===== src/hw/pmt_defines.svh =====
// Constants for the periodic match timer and general port block.
// Assumes a 32-bit AXI4-Lite bus; each register sits in the low 16 bits.
`ifndef PMT_DEFINES_SVH
`define PMT_DEFINES_SVH

// ----------------------------------------
// Register word offsets (address bits 4:2)
// ----------------------------------------
`define OFS_STANDBY   3'h0
`define OFS_START     3'h1
`define OFS_CSR       3'h2
`define OFS_COUNT     3'h3
`define OFS_PERIOD    3'h4
`define OFS_PINFUNC   3'h5
`define OFS_DIR       3'h6
`define OFS_DATA      3'h7

// ----------------------------------------
// Field positions and reset values
// ----------------------------------------
`define BIT_STANDBY   12
`define BIT_RUN0      0
`define BIT_RUN1      1
`define BIT_FLAG      7
`define BIT_IRQEN     6
`define RST_STANDBY   16'h1000
`define RST_PERIOD    16'hFFFF
`define RST_ZERO      16'h0000

// ----------------------------------------
// Prescaler limits (divide ratio minus one)
// ----------------------------------------
`define CKS_DIV8      2'h0
`define CKS_DIV32     2'h1
`define CKS_DIV128    2'h2
`define LIM_DIV8      9'h007
`define LIM_DIV32     9'h01F
`define LIM_DIV128    9'h07F
`define LIM_DIV512    9'h1FF

// ----------------------------------------
// Bus widths and responses
// ----------------------------------------
`define AXI_AW        12
`define RESP_OKAY     2'h0
`define RESP_SLVERR   2'h2

`endif


===== src/hw/pmt_pkg.sv =====
// Types shared by the periodic match timer and general port block.
// Assumes pmt_defines.svh for numeric constants.
package pmt_pkg;

	// Channel 0 control/status fields
	typedef struct packed {
		logic       matchFlag;
		logic       matchIrqEnable;
		logic [1:0] clockSelect;
	} csr_s;

	// Bus write channel state
	typedef enum logic [0:0] {
		WS_IDLE = 1'b0,
		WS_RESP = 1'b1
	} wr_state_e;

	// Bus read channel state
	typedef enum logic [0:0] {
		RS_IDLE = 1'b0,
		RS_DATA = 1'b1
	} rd_state_e;

endpackage : pmt_pkg


===== src/hw/periodic_match_timer_port.sv =====
// Compare-match timer channel 0 with a 16-pin general I/O port,
// reached over AXI4-Lite. Assumes one clock and synchronous pins.
// Function
// - Channel holds a 16-bit counter raising periodic interrupt requests.
// - Counter advances by one on each divided peripheral clock tick.
// - Clock select 0,1 picks peripheral clock divided by thirty-two.
// - Start bit 0 at 1 makes channel 0 count.
// - Start bit 1 at 0 keeps channel 1 stopped; bits 15-2 reserved.
// - Counter equal to period sets the match flag, bit 7.
// - Only hardware sets the flag; software only clears it.
// - Interrupt request only while enable bit 6 is 1.
// - Period register sets the match count and interrupt interval.
// - Counting continues after a match, so matches recur.
// - Timer leaves standby only while standby bit 12 is 0.
// - General port offers sixteen individually configurable pins.
// - Function-select bit at 0 makes a pin a general port pin.
// - Direction bit at 1 makes the pin an output.
// - Direction bits ignored for pins given to another function.
// - General output pins drive the written data bit.
// - Reading data returns pin level for general input pins.
`include "pmt_defines.svh"
`timescale 1ns/10ps
`default_nettype none

module periodic_match_timer_port
(
	// Clock and reset
	input  wire logic                ref_clk,
	input  wire logic                srst,
	// AXI4-Lite write address and data
	input  wire logic [`AXI_AW-1:0]  s_axi_awaddr,
	input  wire logic                s_axi_awvalid,
	output logic                     s_axi_awready,
	input  wire logic [31:0]         s_axi_wdata,
	input  wire logic [3:0]          s_axi_wstrb,
	input  wire logic                s_axi_wvalid,
	output logic                     s_axi_wready,
	// AXI4-Lite write response
	output logic [1:0]               s_axi_bresp,
	output logic                     s_axi_bvalid,
	input  wire logic                s_axi_bready,
	// AXI4-Lite read
	input  wire logic [`AXI_AW-1:0]  s_axi_araddr,
	input  wire logic                s_axi_arvalid,
	output logic                     s_axi_arready,
	output logic [31:0]              s_axi_rdata,
	output logic [1:0]               s_axi_rresp,
	output logic                     s_axi_rvalid,
	input  wire logic                s_axi_rready,
	// Port pins and the alternate function behind them
	input  wire logic [15:0]         pinIn,
	output logic [15:0]              pinOut,
	output logic [15:0]              pinOe,
	input  wire logic [15:0]         altOut,
	input  wire logic [15:0]         altOe,
	// Compare match interrupt request
	output logic                     matchIrq
);

	// ----------------------------------------
	// Helper functions
	// ----------------------------------------

	// Byte-lane merge into a 16-bit register
	function automatic logic [15:0] laneMerge(
		input logic [15:0] old,
		input logic [31:0] wd,
		input logic [3:0]  strb
	);
		logic [15:0] res;
		res = old;
		if (strb[0])
			res[7:0] = wd[7:0];
		if (strb[1])
			res[15:8] = wd[15:8];
		return res;
	endfunction : laneMerge

	// Only the low eight words are mapped
	function automatic logic isMapped(input logic [`AXI_AW-1:0] a);
		return (a[`AXI_AW-1:5] == '0);
	endfunction : isMapped

	// Prescaler terminal count per clock select
	function automatic logic [8:0] divLimit(input logic [1:0] cks);
		case (cks)
			`CKS_DIV8:   return `LIM_DIV8;
			`CKS_DIV32:  return `LIM_DIV32;
			`CKS_DIV128: return `LIM_DIV128;
			default:     return `LIM_DIV512;
		endcase
	endfunction : divLimit

	// ----------------------------------------
	// State
	// ----------------------------------------
	pmt_pkg::wr_state_e     wrState_q;
	pmt_pkg::rd_state_e     rdState_q;
	logic                   awHeld_q;
	logic                   wHeld_q;
	logic [`AXI_AW-1:0]     awAddr_q;
	logic [31:0]            wData_q;
	logic [3:0]             wStrb_q;
	logic [1:0]             bResp_q;
	logic [31:0]            rData_q;
	logic [1:0]             rResp_q;
	logic [15:0]            standby_q;
	logic [1:0]             start_q;
	pmt_pkg::csr_s          csr_q;
	logic [15:0]            count_q;
	logic [15:0]            period_q;
	logic [8:0]             presc_q;
	logic [15:0]            pinFunc_q;
	logic [15:0]            dir_q;
	logic [15:0]            data_q;
	logic [15:0]            pinOut_q;
	logic [15:0]            pinOe_q;
	logic                   irq_q;

	logic                   wrEn;
	logic [2:0]             wrIdx;
	logic                   wrOk;
	logic                   runOk;
	logic                   tick;
	logic                   matchEv;
	logic                   countWr;
	logic                   csrWr;
	logic [15:0]            gpioOut;
	logic [15:0]            readWord;

	// ----------------------------------------
	// AXI4-Lite slave
	// ----------------------------------------

	// Address and data may arrive in either order; each is held once taken
	assign s_axi_awready = !awHeld_q && (wrState_q == pmt_pkg::WS_IDLE);
	assign s_axi_wready  = !wHeld_q && (wrState_q == pmt_pkg::WS_IDLE);
	assign s_axi_bvalid  = (wrState_q == pmt_pkg::WS_RESP);
	assign s_axi_bresp   = bResp_q;
	assign wrEn  = awHeld_q && wHeld_q;
	assign wrIdx = awAddr_q[4:2];
	assign wrOk  = wrEn && isMapped(awAddr_q);

	// Write channel capture and response
	always_ff @(posedge ref_clk)
	begin
		if (srst)
		begin
			wrState_q <= pmt_pkg::WS_IDLE;
			awHeld_q  <= 1'b0;
			wHeld_q   <= 1'b0;
			awAddr_q  <= '0;
			wData_q   <= '0;
			wStrb_q   <= '0;
			bResp_q   <= `RESP_OKAY;
		end
		else
		begin
			if (s_axi_awvalid && s_axi_awready)
			begin
				awHeld_q <= 1'b1;
				awAddr_q <= s_axi_awaddr;
			end
			if (s_axi_wvalid && s_axi_wready)
			begin
				wHeld_q <= 1'b1;
				wData_q <= s_axi_wdata;
				wStrb_q <= s_axi_wstrb;
			end
			case (wrState_q)
				pmt_pkg::WS_IDLE:
				begin
					if (wrEn)
					begin
						awHeld_q  <= 1'b0;
						wHeld_q   <= 1'b0;
						bResp_q   <= wrOk ? `RESP_OKAY : `RESP_SLVERR;
						wrState_q <= pmt_pkg::WS_RESP;
					end
				end
				pmt_pkg::WS_RESP:
				begin
					if (s_axi_bready)
						wrState_q <= pmt_pkg::WS_IDLE;
				end
				default: wrState_q <= pmt_pkg::WS_IDLE;
			endcase
		end
	end

	assign s_axi_arready = (rdState_q == pmt_pkg::RS_IDLE);
	assign s_axi_rvalid  = (rdState_q == pmt_pkg::RS_DATA);
	assign s_axi_rdata   = rData_q;
	assign s_axi_rresp   = rResp_q;

	// General input pins read the pin, general outputs the latch
	assign gpioOut = dir_q & ~pinFunc_q;

	// Read data mux; reserved bits read as zero
	always_comb
	begin
		readWord = '0;
		case (s_axi_araddr[4:2])
			`OFS_STANDBY: readWord[15:0] = standby_q;
			`OFS_START:   readWord[1:0]  = start_q;
			`OFS_CSR:
			begin
				readWord[`BIT_FLAG]  = csr_q.matchFlag;
				readWord[`BIT_IRQEN] = csr_q.matchIrqEnable;
				readWord[1:0]        = csr_q.clockSelect;
			end
			`OFS_COUNT:   readWord[15:0] = count_q;
			`OFS_PERIOD:  readWord[15:0] = period_q;
			`OFS_PINFUNC: readWord[15:0] = pinFunc_q;
			`OFS_DIR:     readWord[15:0] = dir_q;
			`OFS_DATA:    readWord[15:0] = (data_q & gpioOut) | (pinIn & ~gpioOut);
			default:      readWord = '0;
		endcase
	end

	// Read channel: one cycle to data, held until rready
	always_ff @(posedge ref_clk)
	begin
		if (srst)
		begin
			rdState_q <= pmt_pkg::RS_IDLE;
			rData_q   <= '0;
			rResp_q   <= `RESP_OKAY;
		end
		else
		begin
			case (rdState_q)
				pmt_pkg::RS_IDLE:
				begin
					if (s_axi_arvalid)
					begin
						rData_q   <= isMapped(s_axi_araddr) ? readWord : '0;
						rResp_q   <= isMapped(s_axi_araddr) ? `RESP_OKAY : `RESP_SLVERR;
						rdState_q <= pmt_pkg::RS_DATA;
					end
				end
				pmt_pkg::RS_DATA:
				begin
					if (s_axi_rready)
						rdState_q <= pmt_pkg::RS_IDLE;
				end
				default: rdState_q <= pmt_pkg::RS_IDLE;
			endcase
		end
	end

	// ----------------------------------------
	// Control registers
	// ----------------------------------------
	assign countWr = wrOk && (wrIdx == `OFS_COUNT) && (wStrb_q[1:0] != 2'h0);
	assign csrWr   = wrOk && (wrIdx == `OFS_CSR) && wStrb_q[0];

	// Software-written configuration; reserved start bits are dropped
	always_ff @(posedge ref_clk)
	begin
		if (srst)
		begin
			standby_q <= `RST_STANDBY;
			start_q   <= '0;
			period_q  <= `RST_PERIOD;
			pinFunc_q <= `RST_ZERO;
			dir_q     <= `RST_ZERO;
			data_q    <= `RST_ZERO;
			csr_q.matchIrqEnable <= 1'b0;
			csr_q.clockSelect    <= `CKS_DIV8;
		end
		else if (wrOk)
		begin
			case (wrIdx)
				`OFS_STANDBY: standby_q <= laneMerge(standby_q, wData_q, wStrb_q);
				`OFS_START:
				begin
					if (wStrb_q[0])
						start_q <= wData_q[1:0];
				end
				`OFS_CSR:
				begin
					if (wStrb_q[0])
					begin
						csr_q.matchIrqEnable <= wData_q[`BIT_IRQEN];
						csr_q.clockSelect    <= wData_q[1:0];
					end
				end
				`OFS_PERIOD:  period_q  <= laneMerge(period_q, wData_q, wStrb_q);
				`OFS_PINFUNC: pinFunc_q <= laneMerge(pinFunc_q, wData_q, wStrb_q);
				`OFS_DIR:     dir_q     <= laneMerge(dir_q, wData_q, wStrb_q);
				`OFS_DATA:    data_q    <= laneMerge(data_q, wData_q, wStrb_q);
				default:      standby_q <= standby_q;
			endcase
		end
	end

	// ----------------------------------------
	// Count clock and counter
	// ----------------------------------------

	// Standby freezes the counter and holds the prescaler at zero
	assign runOk   = start_q[`BIT_RUN0] && !standby_q[`BIT_STANDBY];
	assign tick    = runOk && (presc_q == divLimit(csr_q.clockSelect));
	assign matchEv = tick && (count_q == period_q);

	// Prescaler restarts whenever the channel is stopped
	always_ff @(posedge ref_clk)
	begin
		if (srst)
			presc_q <= '0;
		else if (!runOk || tick)
			presc_q <= '0;
		else
			presc_q <= presc_q + 9'h001;
	end

	// A software write beats the tick so a reload is never lost
	always_ff @(posedge ref_clk)
	begin
		if (srst)
			count_q <= `RST_ZERO;
		else if (countWr)
			count_q <= laneMerge(count_q, wData_q, wStrb_q);
		else if (matchEv)
			count_q <= `RST_ZERO;
		else if (tick)
			count_q <= count_q + 16'h0001;
	end

	// Match flag: set wins over a clear in the same cycle
	always_ff @(posedge ref_clk)
	begin
		if (srst)
			csr_q.matchFlag <= 1'b0;
		else if (matchEv)
			csr_q.matchFlag <= 1'b1;
		else if (csrWr && !wData_q[`BIT_FLAG])
			csr_q.matchFlag <= 1'b0;
	end

	// Interrupt request follows flag and enable with one register stage
	always_ff @(posedge ref_clk)
	begin
		if (srst)
			irq_q <= 1'b0;
		else
			irq_q <= csr_q.matchFlag && csr_q.matchIrqEnable;
	end
	assign matchIrq = irq_q;

	// ----------------------------------------
	// General port pins
	// ----------------------------------------

	// Pins given to another function take its drive; direction ignored
	always_ff @(posedge ref_clk)
	begin
		if (srst)
		begin
			pinOut_q <= '0;
			pinOe_q  <= '0;
		end
		else
		begin
			pinOut_q <= (data_q & ~pinFunc_q) | (altOut & pinFunc_q);
			pinOe_q  <= gpioOut | (altOe & pinFunc_q);
		end
	end
	assign pinOut = pinOut_q;
	assign pinOe  = pinOe_q;
endmodule : periodic_match_timer_port

`default_nettype wire


===== config.mk =====
export PLATFORM = sky130hd
export DESIGN_NAME = periodic_match_timer_port
export DESIGN_NICKNAME = d
export VERILOG_FILES = /design/src/hw/pmt_pkg.sv /design/src/hw/periodic_match_timer_port.sv
export VERILOG_INCLUDE_DIRS = /design/src /design/src/hw
export SDC_FILE = /design/constraint.sdc
export NUM_CORES = 1
export LEC_CHECK = 0
export BUFFER_PORTS_ARGS = -buffer_cell sky130_fd_sc_hd__buf_2
export CAP_MARGIN = 0
export CORE_UTILIZATION = 44
export DETAILED_ROUTE_END_ITERATION = 8
export GPL_ROUTABILITY_DRIVEN = 0
export PLACE_DENSITY = 0.78
export SKIP_LAST_GASP = 1
export SYNTH_ARGS = -nofsm -noshare
export SYNTH_HDL_FRONTEND = slang
export SYNTH_SLANG_ARGS = --single-unit

===== constraint.sdc =====
create_clock -name ref_clk -period 2.05 [get_ports ref_clk]
set_input_delay 0 -clock ref_clk [delete_from_list [all_inputs] [get_ports ref_clk]]
set_output_delay 0 -clock ref_clk [all_outputs]
set_load 0.05 [all_outputs]

==> results by group <==
Outcome
  – Status: complete, but fails checks
  – Failing checks: negative setup slack

Job
  – Max-Cap Viols: 0

Global route
  – First-pass GRT wire length: between 40 and 50 mm
  – Met1 Use GR: 0.3152
  – Met2 Use GR: 0.4243
  – Grt met3 use: 0.06164
  – Initial antenna violation count: 0
  – Vias in the first global route: around 8300
  – Pin count of the biggest net entering global routing: 49
  – Top Usage Layer GRT: met2
  – Grt total ovfl: 0
  – GRT Total Usage: 0.2553

Worst setup path
  – WS Path Type: register to register
  – WP data required: ~2400 ps
  – RR Startpoint: awAddr_q[5]$_SDFFE_PP0P_
  – Reg2Reg Capture Point: pinFunc_q[12]$_SDFFE_PP0P_
  – Cells on worst reg2reg path: 6
  – Register-to-register setup slack: -40 ps
  – Critical Path Fanout Max: 11
  – Crit path to: pinFunc_q[12]$_SDFFE_PP0P_
  – Critical path arrival: 2400 ps
  – Worst Setup SP: awAddr_q[5]$_SDFFE_PP0P_
  – CP endpoint kind: register
  – Crit path launch type: register

Drt
  – Pre-antenna DRT Iters: 5
  – DRC viols: 0
  – WL/cell: 16.87 µm
  – Vias: 8777
  – Total Wirelength: 26.86 mm
  – 1st-iter DRT viols: ~840
  – Post-DRT Antenna Nets: 0
  – Number of vias per cell: 5.513

Yosys
  – Share of the yosys chip area belonging to registers: 0.4302
  – Yosys cell types: 68
  – FFs w/ async S/R, synth: 0
  – Top cells by area, synth: dfxtp_1, mux2i_1, a21oi_1
  – Top FF cell, synth: dfxtp_1
  – Synthesized area: around 0.0090 mm²
  – Seq cells post-synth: 194
  – Post-synth top area cell: dfxtp_1
  – Yosys top cell area share: 0.4302
  – Cells after Synth: 1062
  – Synth Warn #: 0
  – Mean Syn Cell Area: 8.500 µm²
  – EDFF count, synth: 0

Power and ir drop
  – Static Leak: roughly 4.8 nW
  – VDD IR max: 0.0005981 V
  – Power per cell area: between 600 and 700 mW/mm²

Floorplanning
  – Die Wd: roughly 150 µm
  – CORE AREA: 0.02017 mm²
  – Initial Util: 0.4476
  – Die area: 0.02109 mm²
  – Row count: 52
  – IO Pins: approximately 190
  – Die height: around 150 µm

Placement
  – IO Port Bufs: 148
  – Dpl ws: -68.51 ps
  – Hpwl dp: 18.41 mm
  – Placed cell count: 1488

Finish
  – Area delta synth->final: 31.20%
  – Final nets: 1426
  – Most frequent cells in the layout: dfxtp_1, buf_2, nor2_1, nand2_1, a21oi_1
  – # diodes: 0
  – Post-Layout Cell Count: 1592
  – Fillers: about 1700
  – Most common cell after layout, fill and taps aside: dfxtp_1
  – Share of cells above drive strength 1: 0.2398
  – Post-layout util: 0.5872

Clock network
  – Worst-path clk slew: around 70 ps
  – CTS tree: done
  – Clock latency on the worst-skew pair: 440 ps
  – Maximum buffer depth of the clock tree: 2
  – Htree depth: 4
  – Clock Tree Root: clkbuf_16
  – CTS Sinks: 194
  – Num CTS Buffers: 17

Timing
  – Clock Skews: 9.647 ps
  – Final hold viol count: 0
  – Setup Viol. Count Final: 9
  – RSZ-0062 raised after global routing: yes
  – Worst-Margin Slew: 614.7 ps
  – Final WS setup: -39.32 ps
  – Final Cycle Share: 1.019
  – Fin crit period: 2089 ps
  – Slew HR: 0.5892
  – Setup TNS: -181.8 ps
  – Pins Over Slew Limit: 0
  – Max Fclk: 478.6 MHz

Hold path
  – HP Start: pinIn[2]
  – Worst hold path type: input port to register
==> worst min path at each step <==
stage / endpoint / slack (ps) / cells after the start
6_report: s_axi_rdata[2]$_SDFFE_PP0P_ / 20 / 5
5_1_grt: pinFunc_q[4]$_SDFFE_PP0P_ / 40 / 2
4_1_cts: s_axi_rdata[2]$_SDFFE_PP0P_ / 10 / 5
3_5_place_dp: s_axi_rvalid$_SDFF_PP0_ / 190 / 2
3_3_place_gp: s_axi_rvalid$_SDFF_PP0_ / 180 / 2
2_1_floorplan: s_axi_rvalid$_SDFF_PP0_ / 100 / 1
==> per-stage QoR <==
| step | hold WS [ps] | total power, mW | instance area [µm²] |
|---|---|---|---|
| 4_1_cts | 12.54 | 8.205 | 11720 |
| 3_3_place_gp | 184.5 | 4.672 | 10420 |
| 5_1_grt | 42.94 | 8.461 | 11840 |
| 2_1_floorplan | 100.1 | 4.431 | 9091 |
| 3_5_place_dp | 192.2 | 4.683 | 10420 |
| 6_report | 19.53 | 8.193 | 11840 |
==> final cells by class <==
class                      count  area (µm²)  share of cell area
tap                          270       337.8             0.02852
timing repair buffer         299        2113              0.1784
clock inverter                12       152.6             0.01289
multi-input combinational    780        4830              0.4078
clock buffer                  20       456.7             0.03856
inverter                      17       63.81            0.005388
sequential                   194        3890              0.3284
==> report_power, final <==
| part | leakage, nW | switching, mW | internal [mW] |
|---|---|---|---|
| combinational | 2.89 | 0.487 | 0.326 |
| clock | 0.301 | 1.48 | 1.99 |
| sequential | 1.57 | 0.0934 | 3.82 |
==> flip-flops by register name (all words and copies together) (netlist names), 4 cells and up <==
name / flops
wData_q: 16
data_q: 16
dir_q: 16
period_q: 16
count_q: 16
presc_q: 9
awAddr_q: 10
pinOut: 16
pinFunc_q: 16
pinOe: 16
standby_q: 16
s_axi_rdata: 16
csr_q: 4
==> cell families (layout without fill, tap and decap cells) <==
kind of cell / after synthesis / in the layout / share of synthesized area
AOI/OAI and AO/OA: 216 / 216 / 0.1526
muxes: 103 / 103 / 0.1152
DFF: 194 / 194 / 0.4302
xor gates and xnor gates: 26 / 26 / 0.02523
and+or+nand+nor: 415 / 415 / 0.2198
buffers and inverters: 105 / 348 / 0.05378
adders and majority gates: 2 / 2 / 0.002772
other: 1 / 18 / 0.0004154
==> metal layers <==
layer,vias to the layer above,share of wire
li1,4179,-
met1,4119,0.42
met2,395,0.48
met3,84,0.074
met4,0,0.033
met5,-,0
==> cells in the mapped netlist (17+ instances only) <==
master,number
nand2_1,136
inv_1,17
dfxtp_1,194
nor2_1,132
nand3_1,33
buf_4,19
a21oi_1,105
o21ai_0,22
xnor2_1,21
nand2b_1,22
clkbuf_1,56
mux2i_1,96
==> timing repair <==
action,CTS,global route
endpoints found under the setup margin,16,79
resized for setup,3,30
hold buffers,65,0
buffers inserted,3,4
hold endpoints to repair,64,0
pin swaps,3,17
==> critical path, cell delays in order, from the launching register on <==
cell and delay, ps:
dfxtp_1 330, or4_1 640, buf_4 220, nor4_2 280
buf_6 220, mux2i_1 200, nor2_1 60
No activity file was read; power rests on OpenSTA's default activity.
